--- src/hw/ndc_pkg.sv ---
// Package of constants and types for the direct-command decoder
package ndc_pkg;

    // ----------------------------------------------------------------
    // Register byte offsets
    // ----------------------------------------------------------------
    localparam logic [7:0] OFS_OPCTL = 8'h00;
    localparam logic [7:0] OFS_IOCFG1 = 8'h04;
    localparam logic [7:0] OFS_IOCFG2 = 8'h08;
    localparam logic [7:0] OFS_CMD = 8'h0C;
    localparam logic [7:0] OFS_AUX = 8'h10;
    localparam logic [7:0] OFS_STATUS = 8'h14;
    localparam logic [7:0] OFS_RESULT = 8'h18;
    localparam logic [7:0] OFS_GAIN = 8'h1C;

    // ----------------------------------------------------------------
    // Field positions
    // ----------------------------------------------------------------
    localparam int BIT_EN = 7;
    localparam int BIT_RX_EN = 6;
    localparam int BIT_TX_EN = 3;
    localparam int BIT_WU = 2;
    localparam int BIT_REG_S = 0;
    localparam int BIT_CS_MCAL = 1;
    localparam int BIT_NRT_EMV = 2;
    localparam int BIT_TGT_INIT = 3;
    localparam int BIT_MGAIN_LO = 4;

    // ----------------------------------------------------------------
    // Reset values
    // ----------------------------------------------------------------
    localparam logic [7:0] RST_OPCTL = 8'h00;
    localparam logic [7:0] RST_IOCFG1 = 8'h00;
    localparam logic [7:0] RST_IOCFG2 = 8'h00;
    localparam logic [7:0] RST_AUX = 8'h00;
    localparam logic [7:0] RST_BYTE = 8'h00;
    localparam logic [3:0] RST_GAIN = 4'h0;

    // ----------------------------------------------------------------
    // Command codes
    // ----------------------------------------------------------------
    localparam logic [7:0] CMD_SET_DEFAULT = 8'hC1;
    localparam logic [7:0] CMD_CLEAR_A = 8'hC2;
    localparam logic [7:0] CMD_CLEAR_B = 8'hC3;
    localparam logic [7:0] CMD_UNMASK_RX = 8'hD1;
    localparam logic [7:0] CMD_MEAS_AMP = 8'hD3;
    localparam logic [7:0] CMD_SQUELCH = 8'hD4;
    localparam logic [7:0] CMD_RESET_GAIN = 8'hD5;
    localparam logic [7:0] CMD_ADJ_REG = 8'hD6;
    localparam logic [7:0] CMD_CAL_MOD = 8'hD7;
    localparam logic [7:0] CMD_CAL_ANT = 8'hD8;
    localparam logic [7:0] CMD_MEAS_PHASE = 8'hD9;
    localparam logic [7:0] CMD_CLR_SIGSTR = 8'hDA;
    localparam logic [7:0] CMD_TRANSPARENT = 8'hDC;
    localparam logic [7:0] CMD_CAL_CAP = 8'hDD;
    localparam logic [7:0] CMD_MEAS_CAP = 8'hDE;
    localparam logic [7:0] CMD_MEAS_SUPPLY = 8'hDF;
    localparam logic [7:0] CMD_START_GPT = 8'hE0;
    localparam logic [7:0] CMD_START_WUT = 8'hE1;
    localparam logic [7:0] CMD_START_MRT = 8'hE2;
    localparam logic [7:0] CMD_START_NRT = 8'hE3;
    localparam logic [7:0] CMD_TEST_ACCESS = 8'hFC;

    // ----------------------------------------------------------------
    // Action strobe indices
    // ----------------------------------------------------------------
    localparam int NUM_ACT = 19;
    localparam int A_UNMASK_RX = 0;
    localparam int A_MEAS_AMP = 1;
    localparam int A_SQUELCH = 2;
    localparam int A_RESET_GAIN = 3;
    localparam int A_ADJ_REG = 4;
    localparam int A_CAL_MOD = 5;
    localparam int A_CAL_ANT = 6;
    localparam int A_MEAS_PHASE = 7;
    localparam int A_CLR_SIGSTR = 8;
    localparam int A_TRANSPARENT = 9;
    localparam int A_CAL_CAP = 10;
    localparam int A_MEAS_CAP = 11;
    localparam int A_MEAS_SUPPLY = 12;
    localparam int A_START_GPT = 13;
    localparam int A_START_WUT = 14;
    localparam int A_START_MRT = 15;
    localparam int A_START_NRT = 16;
    localparam int A_SET_DEFAULT = 17;
    localparam int A_CLEAR = 18;

    // ----------------------------------------------------------------
    // Types
    // ----------------------------------------------------------------
    typedef struct packed {
        logic known;
        logic chain;
        logic term_irq;
        logic [4:0] act;
    } ndc_info_type;

    typedef struct packed {
        logic stop_rxtx;
        logic fifo_clear;
        logic stop_timers;
        logic keep_nrt;
        logic clear_coll_irq;
    } ndc_clear_type;

    typedef enum logic [1:0] {
        ST_IDLE = 2'b00,
        ST_RUN = 2'b01,
        ST_DONE = 2'b11
    } ndc_state_type;

endpackage : ndc_pkg

--- src/hw/ndc_decoder.sv ---
// Direct-command decoder with classic Wishbone register slave
//
// What this block does
// - Accept command only when its mode bits are set, or clear where negated
// - Unmask receive: en, rx_en; chainable, no irq
// - Measure amplitude: en; store result, irq
// - Squelch: en, rx_en; reduce gain, no irq
// - Reset gain: load manual gain, no irq
// - Adjust regulators, irq; refused if external regulation
// - Calibrate modulation depth, then irq
// - Calibrate antenna tuning caps, then irq
// - Measure phase, then irq
// - Clear signal strength; chainable, no irq
// - Transparent mode: en; no irq, not chainable
// - Capacitive calibration only when manual bit zero
// - Capacitance measurement in every mode, irq
// - Timer starts chainable; mask timer needs target mode
// - Test access enables test writes; others ignored
// - Set default resets all but opctl, io configs
// - Set default without en keeps FIFO
// - Set default drops calibration results
// - Set default not chainable, no irq
// - Clear stops activity, FIFO, timers; keeps NRT if BIT_NRT_EMV set
// - Clear resets collision and interrupt registers
// - Clear needs en and stable crystal
`timescale 1ns/1ps
module ndc_decoder (
    input wire logic clk_i,
    input wire logic rst_i,
    input wire logic ce_i,
    input wire logic [7:0] wb_adr_i,
    input wire logic [31:0] wb_dat_i,
    input wire logic [3:0] wb_sel_i,
    input wire logic wb_we_i,
    input wire logic wb_cyc_i,
    input wire logic wb_stb_i,
    output logic wb_ack_o,
    output logic [31:0] wb_dat_o,
    input wire logic xtal_stable_i,
    input wire logic eng_done_i,
    input wire logic [7:0] eng_result_i,
    input wire logic [3:0] noise_gain_i,
    output logic [ndc_pkg::NUM_ACT-1:0] act_o,
    output ndc_pkg::ndc_clear_type clear_o,
    output logic term_irq_o,
    output logic busy_o,
    output logic transparent_o,
    output logic test_wr_en_o,
    output logic [3:0] gain_red_o,
    output logic [7:0] opctl_o,
    output logic [7:0] iocfg1_o,
    output logic [7:0] iocfg2_o
);

    // ----------------------------------------------------------------
    // Command classification
    // ----------------------------------------------------------------
    function automatic ndc_pkg::ndc_info_type info_of(
        input logic [7:0] code
    );
        ndc_pkg::ndc_info_type r;
        r = '{known: 1'b1, chain: 1'b0, term_irq: 1'b0, act: 5'h00};
        unique case (code)
            ndc_pkg::CMD_SET_DEFAULT: r.act = 5'(ndc_pkg::A_SET_DEFAULT);
            ndc_pkg::CMD_CLEAR_A, ndc_pkg::CMD_CLEAR_B: begin
                r.chain = 1'b1;
                r.act = 5'(ndc_pkg::A_CLEAR);
            end
            ndc_pkg::CMD_UNMASK_RX: begin
                r.chain = 1'b1;
                r.act = 5'(ndc_pkg::A_UNMASK_RX);
            end
            ndc_pkg::CMD_MEAS_AMP: begin
                r.term_irq = 1'b1;
                r.act = 5'(ndc_pkg::A_MEAS_AMP);
            end
            ndc_pkg::CMD_SQUELCH: r.act = 5'(ndc_pkg::A_SQUELCH);
            ndc_pkg::CMD_RESET_GAIN: r.act = 5'(ndc_pkg::A_RESET_GAIN);
            ndc_pkg::CMD_ADJ_REG: begin
                r.term_irq = 1'b1;
                r.act = 5'(ndc_pkg::A_ADJ_REG);
            end
            ndc_pkg::CMD_CAL_MOD: begin
                r.term_irq = 1'b1;
                r.act = 5'(ndc_pkg::A_CAL_MOD);
            end
            ndc_pkg::CMD_CAL_ANT: begin
                r.term_irq = 1'b1;
                r.act = 5'(ndc_pkg::A_CAL_ANT);
            end
            ndc_pkg::CMD_MEAS_PHASE: begin
                r.term_irq = 1'b1;
                r.act = 5'(ndc_pkg::A_MEAS_PHASE);
            end
            ndc_pkg::CMD_CLR_SIGSTR: begin
                r.chain = 1'b1;
                r.act = 5'(ndc_pkg::A_CLR_SIGSTR);
            end
            ndc_pkg::CMD_TRANSPARENT: r.act = 5'(ndc_pkg::A_TRANSPARENT);
            ndc_pkg::CMD_CAL_CAP: begin
                r.term_irq = 1'b1;
                r.act = 5'(ndc_pkg::A_CAL_CAP);
            end
            ndc_pkg::CMD_MEAS_CAP: begin
                r.term_irq = 1'b1;
                r.act = 5'(ndc_pkg::A_MEAS_CAP);
            end
            ndc_pkg::CMD_MEAS_SUPPLY: begin
                r.term_irq = 1'b1;
                r.act = 5'(ndc_pkg::A_MEAS_SUPPLY);
            end
            ndc_pkg::CMD_START_GPT: begin
                r.chain = 1'b1;
                r.act = 5'(ndc_pkg::A_START_GPT);
            end
            ndc_pkg::CMD_START_WUT: begin
                r.chain = 1'b1;
                r.act = 5'(ndc_pkg::A_START_WUT);
            end
            ndc_pkg::CMD_START_MRT: begin
                r.chain = 1'b1;
                r.act = 5'(ndc_pkg::A_START_MRT);
            end
            ndc_pkg::CMD_START_NRT: begin
                r.chain = 1'b1;
                r.act = 5'(ndc_pkg::A_START_NRT);
            end
            // Test access has no engine strobe; it only opens test writes
            ndc_pkg::CMD_TEST_ACCESS: r.chain = 1'b1;
            default: r.known = 1'b0;
        endcase
        return r;
    endfunction : info_of

    // Mode check: listed control bits must be set, or clear where negated
    function automatic logic mode_ok(
        input logic [7:0] code,
        input logic [7:0] op,
        input logic [7:0] aux,
        input logic xtal
    );
        logic en;
        logic rx;
        en = op[ndc_pkg::BIT_EN];
        rx = op[ndc_pkg::BIT_RX_EN];
        unique case (code)
            ndc_pkg::CMD_CLEAR_A, ndc_pkg::CMD_CLEAR_B:
                mode_ok = en && xtal;
            ndc_pkg::CMD_UNMASK_RX, ndc_pkg::CMD_SQUELCH,
            ndc_pkg::CMD_START_NRT:
                mode_ok = en && rx;
            ndc_pkg::CMD_ADJ_REG:
                mode_ok = en && !aux[ndc_pkg::BIT_REG_S];
            ndc_pkg::CMD_CAL_CAP:
                mode_ok = !aux[ndc_pkg::BIT_CS_MCAL];
            ndc_pkg::CMD_START_WUT:
                mode_ok = !op[ndc_pkg::BIT_WU];
            ndc_pkg::CMD_START_MRT:
                mode_ok = aux[ndc_pkg::BIT_TGT_INIT];
            ndc_pkg::CMD_SET_DEFAULT, ndc_pkg::CMD_MEAS_CAP,
            ndc_pkg::CMD_TEST_ACCESS:
                mode_ok = 1'b1;
            default:
                mode_ok = en;
        endcase
    endfunction : mode_ok

    // ----------------------------------------------------------------
    // Wishbone slave
    // ----------------------------------------------------------------
    logic ack_q;
    logic bus_req;
    logic wr_lo;
    logic [7:0] opctl_q;
    logic [7:0] iocfg1_q;
    logic [7:0] iocfg2_q;
    logic [7:0] aux_q;
    logic [7:0] last_cmd_q;
    logic [7:0] result_q;
    logic [3:0] gain_q;
    logic transp_q;
    logic test_wr_q;
    logic refused_q;
    ndc_pkg::ndc_state_type state_q;

    // Effects land on the acked edge, so one write is one command
    assign bus_req = wb_cyc_i && wb_stb_i && !ack_q;
    assign wr_lo = bus_req && wb_we_i && wb_sel_i[0];

    always_ff @(posedge clk_i) begin
        if (rst_i) begin
            ack_q <= 1'b0;
        end else if (ce_i) begin
            ack_q <= bus_req;
        end
    end

    always_ff @(posedge clk_i) begin
        if (rst_i) begin
            wb_dat_o <= 32'h0000_0000;
        end else if (ce_i && bus_req) begin
            unique case (wb_adr_i)
                ndc_pkg::OFS_OPCTL: wb_dat_o <= {24'h000000, opctl_q};
                ndc_pkg::OFS_IOCFG1: wb_dat_o <= {24'h000000, iocfg1_q};
                ndc_pkg::OFS_IOCFG2: wb_dat_o <= {24'h000000, iocfg2_q};
                ndc_pkg::OFS_CMD: wb_dat_o <= {24'h000000, last_cmd_q};
                ndc_pkg::OFS_AUX: wb_dat_o <= {24'h000000, aux_q};
                ndc_pkg::OFS_STATUS:
                    wb_dat_o <= {27'h0000000, test_wr_q, transp_q,
                                 refused_q, state_q};
                ndc_pkg::OFS_RESULT: wb_dat_o <= {24'h000000, result_q};
                ndc_pkg::OFS_GAIN: wb_dat_o <= {28'h0000000, gain_q};
                default: wb_dat_o <= 32'h0000_0000;
            endcase
        end
    end

    assign wb_ack_o = ack_q;

    // ----------------------------------------------------------------
    // Command issue
    // ----------------------------------------------------------------
    logic cmd_wr;
    logic [7:0] code;
    ndc_pkg::ndc_info_type info;
    logic accept;
    logic is_def;
    logic is_clr;

    assign code = wb_dat_i[7:0];
    assign cmd_wr = wr_lo && (wb_adr_i == ndc_pkg::OFS_CMD);
    assign info = info_of(code);
    // A running terminating command blocks all but chainable ones
    assign accept = cmd_wr && info.known &&
                    mode_ok(code, opctl_q, aux_q, xtal_stable_i) &&
                    (state_q == ndc_pkg::ST_IDLE || info.chain);
    assign is_def = accept && (code == ndc_pkg::CMD_SET_DEFAULT);
    assign is_clr = accept && (code == ndc_pkg::CMD_CLEAR_A ||
                               code == ndc_pkg::CMD_CLEAR_B);

    // ----------------------------------------------------------------
    // Registers kept across set default
    // ----------------------------------------------------------------
    always_ff @(posedge clk_i) begin
        if (rst_i) begin
            opctl_q <= ndc_pkg::RST_OPCTL;
            iocfg1_q <= ndc_pkg::RST_IOCFG1;
            iocfg2_q <= ndc_pkg::RST_IOCFG2;
        end else if (ce_i && wr_lo) begin
            // Besides bus writes, only power-up reset touches these three
            if (wb_adr_i == ndc_pkg::OFS_OPCTL) begin
                opctl_q <= wb_dat_i[7:0];
            end
            if (wb_adr_i == ndc_pkg::OFS_IOCFG1) begin
                iocfg1_q <= wb_dat_i[7:0];
            end
            if (wb_adr_i == ndc_pkg::OFS_IOCFG2) begin
                iocfg2_q <= wb_dat_i[7:0];
            end
        end
    end

    // ----------------------------------------------------------------
    // Registers returned to default by set default
    // ----------------------------------------------------------------
    always_ff @(posedge clk_i) begin
        if (rst_i) begin
            aux_q <= ndc_pkg::RST_AUX;
        end else if (ce_i) begin
            if (is_def) begin
                aux_q <= ndc_pkg::RST_AUX;
            end else if (wr_lo && wb_adr_i == ndc_pkg::OFS_AUX) begin
                aux_q <= wb_dat_i[7:0];
            end
        end
    end

    always_ff @(posedge clk_i) begin
        if (rst_i) begin
            last_cmd_q <= ndc_pkg::RST_BYTE;
            refused_q <= 1'b0;
        end else if (ce_i && cmd_wr) begin
            if (is_def) begin
                last_cmd_q <= ndc_pkg::RST_BYTE;
                refused_q <= 1'b0;
            end else if (accept) begin
                last_cmd_q <= code;
                refused_q <= 1'b0;
            end else begin
                refused_q <= 1'b1;
            end
        end
    end

    // Measurement and calibration results
    always_ff @(posedge clk_i) begin
        if (rst_i) begin
            result_q <= ndc_pkg::RST_BYTE;
        end else if (ce_i) begin
            if (is_def) begin
                result_q <= ndc_pkg::RST_BYTE;
            end else if (state_q == ndc_pkg::ST_RUN && eng_done_i) begin
                result_q <= eng_result_i;
            end
        end
    end

    // Receiver gain reduction
    always_ff @(posedge clk_i) begin
        if (rst_i) begin
            gain_q <= ndc_pkg::RST_GAIN;
        end else if (ce_i) begin
            if (is_def) begin
                gain_q <= ndc_pkg::RST_GAIN;
            end else if (accept && code == ndc_pkg::CMD_SQUELCH) begin
                gain_q <= noise_gain_i;
            end else if (accept && code == ndc_pkg::CMD_RESET_GAIN) begin
                gain_q <= aux_q[ndc_pkg::BIT_MGAIN_LO +: 4];
            end
        end
    end

    always_ff @(posedge clk_i) begin
        if (rst_i) begin
            transp_q <= 1'b0;
            test_wr_q <= 1'b0;
        end else if (ce_i) begin
            if (is_def) begin
                transp_q <= 1'b0;
                test_wr_q <= 1'b0;
            end else if (accept) begin
                if (code == ndc_pkg::CMD_TRANSPARENT) begin
                    transp_q <= 1'b1;
                end
                if (code == ndc_pkg::CMD_TEST_ACCESS) begin
                    test_wr_q <= 1'b1;
                end
            end
        end
    end

    // ----------------------------------------------------------------
    // Run state and termination interrupt
    // ----------------------------------------------------------------
    always_ff @(posedge clk_i) begin
        if (rst_i) begin
            state_q <= ndc_pkg::ST_IDLE;
        end else if (ce_i) begin
            unique case (state_q)
                ndc_pkg::ST_IDLE: begin
                    if (accept && info.term_irq) begin
                        state_q <= ndc_pkg::ST_RUN;
                    end
                end
                ndc_pkg::ST_RUN: begin
                    // Clear aborts the engine without a termination irq
                    if (is_clr) begin
                        state_q <= ndc_pkg::ST_IDLE;
                    end else if (eng_done_i) begin
                        state_q <= ndc_pkg::ST_DONE;
                    end
                end
                ndc_pkg::ST_DONE: state_q <= ndc_pkg::ST_IDLE;
                default: state_q <= ndc_pkg::ST_IDLE;
            endcase
        end
    end

    assign term_irq_o = (state_q == ndc_pkg::ST_DONE);
    assign busy_o = (state_q != ndc_pkg::ST_IDLE);

    // ----------------------------------------------------------------
    // Action strobes
    // ----------------------------------------------------------------
    logic [ndc_pkg::NUM_ACT-1:0] act_q;

    for (genvar i = 0; i < ndc_pkg::NUM_ACT; i++) begin : g_act
        always_ff @(posedge clk_i) begin
            if (rst_i) begin
                act_q[i] <= 1'b0;
            end else if (ce_i) begin
                act_q[i] <= accept && info.act == 5'(i) &&
                    code != ndc_pkg::CMD_TEST_ACCESS;
            end
        end
    end

    always_ff @(posedge clk_i) begin
        if (rst_i) begin
            clear_o <= '0;
        end else if (ce_i) begin
            clear_o.stop_rxtx <= is_clr;
            clear_o.stop_timers <= is_clr;
            clear_o.keep_nrt <= is_clr && aux_q[ndc_pkg::BIT_NRT_EMV];
            clear_o.clear_coll_irq <= is_clr || is_def;
            // Without en the FIFO survives set default
            clear_o.fifo_clear <= is_clr ||
                (is_def && opctl_q[ndc_pkg::BIT_EN]);
        end
    end

    assign act_o = act_q;
    assign transparent_o = transp_q;
    assign test_wr_en_o = test_wr_q;
    assign gain_red_o = gain_q;
    assign opctl_o = opctl_q;
    assign iocfg1_o = iocfg1_q;
    assign iocfg2_o = iocfg2_q;

endmodule : ndc_decoder

--- config.mk ---
export PLATFORM = sky130hd
export DESIGN_NAME = ndc_decoder
export DESIGN_NICKNAME = d
export VERILOG_FILES = /design/src/hw/ndc_pkg.sv /design/src/hw/ndc_decoder.sv
export SDC_FILE = /design/constraint.sdc
export NUM_CORES = 1
export LEC_CHECK = 0
export ABC_AREA = 1
export BUFFER_PORTS_ARGS = -buffer_cell sky130_fd_sc_hd__buf_2
export CORE_ASPECT_RATIO = 0.9
export CORE_MARGIN = 2
export CORE_UTILIZATION = 51
export DETAILED_ROUTE_END_ITERATION = 10
export PLACE_DENSITY = 0.91
export SLEW_MARGIN = 20
export SYNTH_ARGS = -nofsm -noshare
export SYNTH_HDL_FRONTEND = slang
export SYNTH_SLANG_ARGS = --single-unit
--- constraint.sdc ---
create_clock -name clk_i -period 2.8 [get_ports clk_i]
set_clock_uncertainty 0.05 [all_clocks]
set_input_delay 0.7 -clock clk_i [delete_from_list [all_inputs] [get_ports clk_i]]
set_output_delay 0.7 -clock clk_i [all_outputs]
set_load 0.05 [all_outputs]
* Yosys cells after proc, flatten, opt, wreduce, memory -nomap -nowiden *
Index checks and enable logic that the tools add are counted.
W data, S select, Z words.

cells by class
  add/sub/neg operators = 0
  multiply operators = 0
  div/mod/pow operators = 0
  $lt $le $gt $ge = 0
  equality and inequality tests = 51
  shift-type cells = 0
  multiplexer cells = 27
  bitwise logic cells = 0
  reductions and logical operators = 95

operators with widths
  cell                  count
  $eq A8 B8 Y1 const B  21
  $pmux W5 S18          1
  $pmux W8 S8           1
  $logic_and A1 B1 Y1   61
  $mux W8               6
  $eq A5 B4 Y1 const B  8
  $eq A8 B5 Y1 const B  4
  $reduce_or A21 Y1     1
  $eq A5 B3 Y1 const B  4
  $eq A8 B4 Y1 const B  2
  $eq A5 B5 Y1 const B  3
  $reduce_and A2 Y1     7
  $mux W4               3
  $reduce_bool A2 Y1    6
  $mux W1               11
  $eq A5 B2 Y1 const B  2
  $reduce_and A3 Y1     3
  $reduce_or A9 Y1      1
  $eq A8 B3 Y1 const B  1
  $logic_not A8 Y1      1
  $ne A8 B8 Y1 const B  1
  $reduce_or A8 Y1      1
  $pmux W1 S7           1
  $mux W2               3
  13 further kinds      20

storage, ports and cells
  register bits after elaboration = 113
  bits in latches = 0
  memory bits (writable) = 0
  ROM bits = 0
  input bits = 64
  logic and storage cells = 209
  memories = 0

* Longest topological paths before layout *
Gate-level depths: netlist of the first run.

  depth after elaboration = 12
  mapped depth = 18

* Worst setup path before layout of the first run *
No wires, ideal clock.

  path type = in2reg
  start point = input port wb_dat_i[1]
  end point = register result_q[0]
  library setup time = 0.119 ns
  arrival time = 2.315 ns
  slack = 0.316 ns
  cell stages on the path = 17
  cell sequence = buf_2 -> inv_2 -> nand2_1 -> nor2_1 -> nand2_1 -> nand2_1 -> nor2_1 -> nand2_1 -> nor2_1 -> nand2_1 -> nand2_1 -> nor2_2 -> buf_4 -> nand4_4 -> buf_6 -> a22oi_1 -> nor2_1

on the way
  word-level cells in the longest chain between the ends = 9
  elaborated cells on any way between the ends = 37

ends and longest elaborated chain
  element                                 line                                                       source
  start, declared                         ndc_decoder.sv:32                                          input wire logic [31:0] wb_dat_i,
  $eq A8 B8 Y1, on equally long branches  ndc_decoder.sv:63, ndc_decoder.sv:146, ndc_decoder.sv:237
  $reduce_or A21 Y1 (no line)             --
  $mux W1                                 ndc_decoder.sv:63                                          unique case (code)
  $logic_and A1 B1 Y1 (2 in a row)        ndc_decoder.sv:234                                         assign accept = cmd_wr && info.known &&
  $logic_and A1 B1 Y1                     ndc_decoder.sv:235                                         mode_ok(code, opctl_q, aux_q, xtal_stable_i) &&
  $logic_and A1 B1 Y1 (*)                 ndc_decoder.sv:237                                         assign is_def = accept && (code == ndc_pkg::CMD_SET_DEFAULT);
  $reduce_bool A2 Y1 (no line)            --
  $reduce_and A2 Y1 (no line)             --
  end signal, assigned                    ndc_decoder.sv:298                                         result_q <= ndc_pkg::RST_BYTE;
  end signal, assigned                    ndc_decoder.sv:301                                         result_q <= ndc_pkg::RST_BYTE;
  end signal, assigned                    ndc_decoder.sv:303                                         result_q <= eng_result_i;
  end, declared                           ndc_decoder.sv:179                                         logic [7:0] result_q;

Every way passes the cells marked *; elsewhere a longest branch is shown, timed or not.
A chain may end at the register's enable or synchronous reset.

* Worst setup path in the final report of the first run *
  start point = input port wb_dat_i[5]
  end point = register result_q[6]

The elaborated chain is that of the path after synthesis.

==> results_dict.tcl, run 1 <==
set metrics [dict create \
    outcome "completed" \
    drc 0 \
    cp-end-kind "flop" \
    min_period_ns 2.57 \
    peakVddDrop_mv 0.239 \
    first_pass_iters 6 \
    r2r_slack_ns 0.66 \
    die_h_um 94.9 \
    finalSetupViolCount 0 \
    antenna_found_initial 0 \
    finalCritPeriodShare 0.919 \
    maxCapViolCount 0 \
    first_iter_violations 353 \
    wl_um 13400 \
    cp.required_ns 3.01 \
    hold_depth 2 \
    p_leak_nw 2.68 \
    hp-class "reg2reg" \
    insertion_delay_ns 0.37 \
    finalPower_w 0.00242 \
    postCtsSetupBuffers 0 \
    drtAntennaViolNets 0 \
    place_hpwl_um 10200 \
    coreArea_um2 9000 \
    synth_cell_types 33 \
    dieWidth_um 105 \
    worst_slack_ns 0.226 \
    powerDensity_nw_per_um2 434 \
    overflow 0 \
    swShare 0.306 \
    seq_area_frac_synth 0.380 \
    rsz0062_at_grt "false" \
    critical_path_class "in2reg" \
    fin_nets 879 \
    grt_usage 0.271 \
    hold_viol_final 0 \
    grt_pass1_wl_um 21600 \
    num_antenna_cells 0 \
    clkPwrFrac 0.381 \
    first_global_vias 4545 \
    grt_max_degree 44 \
    row_count 33 \
    cts_resized 0 \
    max_freq_mhz 388 \
    p_int_w 0.00168 \
    drv_slew 0 \
    synth_warnings 0 \
    via_count 5085 \
    vias_per_cell 5.40 \
    root_buffer "clkbuf_8" \
    post-place-ws_ns -0.0945 \
    switchingPower_w 0.000740 \
    synthesis.area_um2 4680 \
    placed_area_um2 5360 \
    stdcell_area_um2 5570 \
    clk_pin_slew_ns 0.11 \
    routedWlPerCell_um 14.2 \
    relSlewSlack 0.653 \
    path_max_fanout 14 \
    syn_to_final_growth_pct 18.9 \
    power_frac_comb 0.095 \
    arrival_ns 2.79 \
    start_util 0.520 \
    worstMarginPinSlew_ns 0.520 \
    place_congestion 0.918 \
    clk_path_buf_depth 2 \
    multi_input_comb_area_um2 2390 \
    io_buffers 101 \
    regArea_um2 1780 \
    postSynthAreaPerCell_um2 6.74 \
    clock_sinks 89 \
    n_fill_cell 854 \
    cts_tree "done" \
    layout-drive-gt1-share 0.217 \
    synthesis.instances 695 \
    cts_hold_buf 0 \
    ys_seq_elements 89 \
    top_level_ports 153 \
    cts_max_level 3 \
    r2r_cells 10 \
    dieArea_um2 9970 \
    power_frac_seq 0.524 \
    cts_made_buffers 9 \
    start_kind "input pin" \
]
-- final timing paths --
check                                    from       endpoint
worst min register to register  last_cmd_q[1]  last_cmd_q[1]
worst max register to register       wb_ack_o    result_q[6]
worst max-delay path              wb_dat_i[5]    result_q[6]
worst min-delay path            last_cmd_q[1]  last_cmd_q[1]
-- cells in the mapped netlist --
| cell type | n | share of area |
|---|---|---|
| a21oi_1 | 80 | 0.085 |
| a221oi_1 | 5 | 0.0093 |
| a22oi_1 | 8 | 0.013 |
| a31oi_1 | 1 | 0.0013 |
| a32o_1 | 2 | 0.0043 |
| buf_2 | 1 | 0.0011 |
| buf_4 | 28 | 0.045 |
| buf_6 | 4 | 0.0096 |
| clkbuf_1 | 15 | 0.012 |
| clkinv_1 | 1 | 0.00080 |
| conb_1 | 1 | 0.00080 |
| dfxtp_1 | 89 | 0.38 |
| inv_1 | 67 | 0.054 |
| inv_2 | 7 | 0.0056 |
| nand2_1 | 168 | 0.13 |
| nand2_2 | 5 | 0.0067 |
| nand3_1 | 51 | 0.054 |
| nand3_2 | 2 | 0.0043 |
| nand3b_1 | 1 | 0.0016 |
| nand4_1 | 9 | 0.012 |
| nand4_4 | 1 | 0.0045 |
| nor2_1 | 73 | 0.058 |
| nor2_2 | 4 | 0.0053 |
| nor2_4 | 5 | 0.012 |
| nor3_1 | 4 | 0.0043 |
| nor3_2 | 3 | 0.0064 |
| nor3_4 | 1 | 0.0035 |
| o2111ai_1 | 5 | 0.0093 |
| o211ai_1 | 4 | 0.0064 |
| o21ai_0 | 46 | 0.049 |
| o21ai_1 | 2 | 0.0021 |
| o22ai_1 | 1 | 0.0013 |
| or2_1 | 1 | 0.0013 |
-- logic make-up after synthesis --
logic type / after synthesis / share of synthesized area
and+or+nand+nor: 328 / 0.310
DFF: 89 / 0.380
AOI/OAI and AO/OA: 154 / 0.182
buffers and inverters: 123 / 0.128
other: 1 / 0.000801
-- metrics by stage --
| step | instances | TNS (ns) | hold WS (ns) | utilization |
|---|---|---|---|---|
| 3_3_place_gp | 926 | -0.312 | 0.390 | 0.595 |
| 5_1_grt | 942 | 0 | 0.432 | 0.619 |
| 4_1_cts | 942 | 0 | 0.410 | 0.619 |
| 2_1_floorplan | 718 | 0 | 0.375 | - |
| 3_5_place_dp | 926 | -0.614 | 0.394 | 0.595 |
| 6_report | 942 | 0 | 0.408 | 0.619 |
-- metal layers --
| metal | vias up | global-route usage | part of all wire |
|---|---|---|---|
| li1 | 2481 | - | - |
| met3 | 30 | 0.0552 | 0.090 |
| met1 | 2298 | 0.351 | 0.43 |
| met5 | - | 0 | 0 |
| met4 | 0 | 0.0778 | 0.020 |
| met2 | 276 | 0.459 | 0.46 |
-- critical path, cell delays in order --
cell	delay [ns]
buf_2	0.14
inv_2	0.06
nand2_1	0.07
nor2_4	0.26
inv_1	0.10
nor2_1	0.15
nor2_1	0.08
nand2_1	0.07
nor2_1	0.04
nand2_1	0.12
nand2_1	0.08
nor2_2	0.13
buf_4	0.18
nand3_2	0.25
a22oi_1	0.28
nor2_1	0.07
-- layout make-up --
cell class | count | share of cell area
inverters | 75 | 0.0505
flip-flops and latches | 89 | 0.320
well taps | 122 | 0.0274
multi-input cells | 506 | 0.429
clock inverters | 7 | 0.0155
repair buffers | 134 | 0.135
clock buffers | 9 | 0.0222
-- placed cells by master, fill, tap and decap left out, types with 3 or more instances in the layout --
master,count
nor2_4,5
dfxtp_1,89
nand2_2,5
clkinv_8,3
o211ai_1,4
clkbuf_8,9
a21oi_1,80
nor2_2,4
a221oi_1,5
nor2_1,73
nand2_1,168
inv_2,7
o21ai_0,46
nor3_1,4
buf_4,33
conb_1,24
buf_2,101
a22oi_1,8
nand3_1,51
o2111ai_1,5
nand4_1,9
nor3_2,3
inv_1,67
-- power groups by stage --
stage	registers (W)	logic, W	clock network (W)
after detailed placement	0.00130	0.000226	0
final	0.00127	0.000229	0.000920
after global placement	0.00130	0.000223	0
after CTS	0.00127	0.000226	0.000925
after floorplan	0.00130	0.000185	0
after global routing	0.00127	0.000248	0.000976
-- registers in the layout, indices dropped and copies added, names as in the netlist --
name and flops:
wb_dat_o 8, act_o 19, state_q 2, last_cmd_q 8, iocfg1_o 8, iocfg2_o 8, aux_q 8, transparent_o 1
wb_ack_o 1, result_q 8, test_wr_en_o 1, gain_red_o 4, opctl_o 8, refused_q 1, clear_o 4
No activity file was read; power rests on OpenSTA's default activity.
==> run 2: changes to the inputs <==
Settings changed: CORE_UTILIZATION 51 to 45, PLACE_DENSITY 0.91 to 0.83, RECOVER_POWER set to 100.
==> run 2 against run 1 <==
Register-to-register slack improved by 0.04 ns. Critical path depth increased by 1. Combinational power increased by 2%. Cell area about the same. Cell count increased by 1.1%. Sequential power about the same. Worst hold slack got worse by 0.00093 ns. Power increased by 12%. Via count decreased by 2.6%. Routed wire length increased by 2.7%. Clock power increased by 32%. Critical path type unchanged. Critical endpoint is now aux_q[4]. Largest cell class unchanged. Largest power group unchanged.
==> results_dict.tcl, run 2 (synthesized netlist as in run 1, its figures left out) <==
set metrics [dict create \
    outcome "completed" \
    hold_slack_ns 0.407 \
    relSlewSlack 0.584 \
    overflow 0 \
    first_pass_iters 5 \
    insertion_delay_ns 0.35 \
    mostFrequentLayoutCells "nand2_1, dfxtp_1, a21oi_1" \
    path_cells "clkbuf_1 -> buf_4 -> nand2_1 -> nor2_4 -> o211ai_1 -> nand2_1 -> nor2_1 -> nand2_1 -> nand2_1 -> nor2_2 -> buf_4 -> nand4_4 -> clkbuf_2 -> nand2_1 -> nand2_1 -> nand2_1 -> nor2_1" \
    placed_area_um2 5390 \
    start_kind "input pin" \
    hold_viol_final 0 \
    stdcell_area_um2 5570 \
    num_antenna_cells 0 \
    clk_pin_slew_ns 0.07 \
    vias_per_cell 5.20 \
    cts_hold_buf 0 \
    finalPower_w 0.00271 \
    first_iter_violations 446 \
    drtAntennaViolNets 0 \
    start_util 0.459 \
    finalSetupViolCount 0 \
    p_leak_nw 2.42 \
    cp_slowest_cell "clkbuf_2" \
    n_fill_cell 1044 \
    clk_path_buf_depth 2 \
    cts_tree "done" \
    io_buffers 101 \
    finalCritPeriodShare 0.920 \
    place_congestion 0.940 \
    path_common_cell "nand2_1" \
    die_h_um 101 \
    routedWlPerCell_um 14.4 \
    final_common_cell "nand2_1" \
    postCtsSetupBuffers 0 \
    grt_usage 0.238 \
    syn_to_final_growth_pct 19.0 \
    row_count 35 \
    place_hpwl_um 10200 \
    layout-drive-gt1-share 0.129 \
    min_period_ns 2.58 \
    r2r_slack_ns 0.70 \
    top_level_ports 153 \
    via_count 4953 \
    dieArea_um2 11200 \
    arrival_ns 2.78 \
    wl_um 13700 \
    cp-end-kind "flop" \
    cts_resized 0 \
    slowest_delay_ns 0.24 \
    cts_max_level 3 \
    drv_slew 0 \
    powerDensity_nw_per_um2 486 \
    grt_max_degree 44 \
    grt_pass1_wl_um 21500 \
    hp-class "reg2reg" \
    worstMarginPinSlew_ns 0.627 \
    largest_reg_flops 19 \
    dieWidth_um 112 \
    antenna_found_initial 0 \
    coreArea_um2 10200 \
    path_max_fanout 9 \
    root_buffer "clkbuf_16" \
    first_global_vias 4339 \
    drc 0 \
    critical_path_class "in2reg" \
    max_freq_mhz 388 \
    maxCapViolCount 0 \
    peakVddDrop_mv 0.260 \
    cts_made_buffers 9 \
    cp.required_ns 3.01 \
    clock_sinks 89 \
    rsz0062_at_grt "false" \
    fin_nets 882 \
]
-- run 2: cell types whose count changed in the layout (fill, tap and decap cells not counted), moves of 2 or more --
cell       previous run  this run
clkinv_4              1         3
buf_4                33        29
clkbuf_8              9         0
clkinv_8              3         1
clkbuf_16             0         9
clkbuf_1              0        73
buf_2               101        33
-- run 2: path summary, 6_finish.rpt --
path / cells past startpoint / start / end
setup reg to reg: 8 / wb_ack_o / opctl_o[6]
hold / removal: 2 / last_cmd_q[7] / last_cmd_q[7]
setup / recovery: 17 / wb_dat_i[5] / aux_q[4]
hold reg to reg: 2 / last_cmd_q[7] / last_cmd_q[7]
-- run 2: through the flow --
step / setup WS [ns] / std cells / utilization / setup TNS [ns]
finish: 0.223 / 952 / 0.546 / 0
global route: 0.0196 / 952 / 0.546 / 0
CTS: 0.270 / 952 / 0.557 / 0
detailed placement: -0.0763 / 936 / 0.528 / -0.479
global placement: -0.0340 / 936 / 0.528 / -0.126
floorplan: 0.316 / 718 / - / 0
-- run 2: report_power, final --
part,internal [W],total [W],switching [W]
clock,0.000627,0.00121,0.000582
combinational,0.0000522,0.000234,0.000182
sequential,0.00127,0.00127,0.000000732
-- run 2: per-layer routing --
layer	share of wire	GRT usage	vias to the layer above	wire length, µm
met5	0	0	-	0
met4	0.018	0.0703	0	243
met3	0.084	0.0475	23	1150
met2	0.44	0.370	230	6040
met1	0.46	0.337	2221	6280
li1	-	-	2479	-
-- run 2: critical path, delay by kind of cell --
| kind | cells | cell delay (ns) |
|---|---|---|
| buffers and inverters | 4 | 0.76 |
| AND/OR/NAND/NOR | 12 | 1.12 |
| AO/OA/AOI/OAI | 1 | 0.20 |
-- run 2: final cells by class --
class                           instances  area, µm²  share of cell area
Clock inverter                          7       71.3              0.0128
Inverter                               75        282              0.0505
Timing Repair Buffer                  137        669               0.120
Clock buffer                            9        225              0.0404
Sequential cell                        89       1780               0.320
Tap cell                              129        161              0.0290
Multi-Input combinational cell        506       2380               0.428
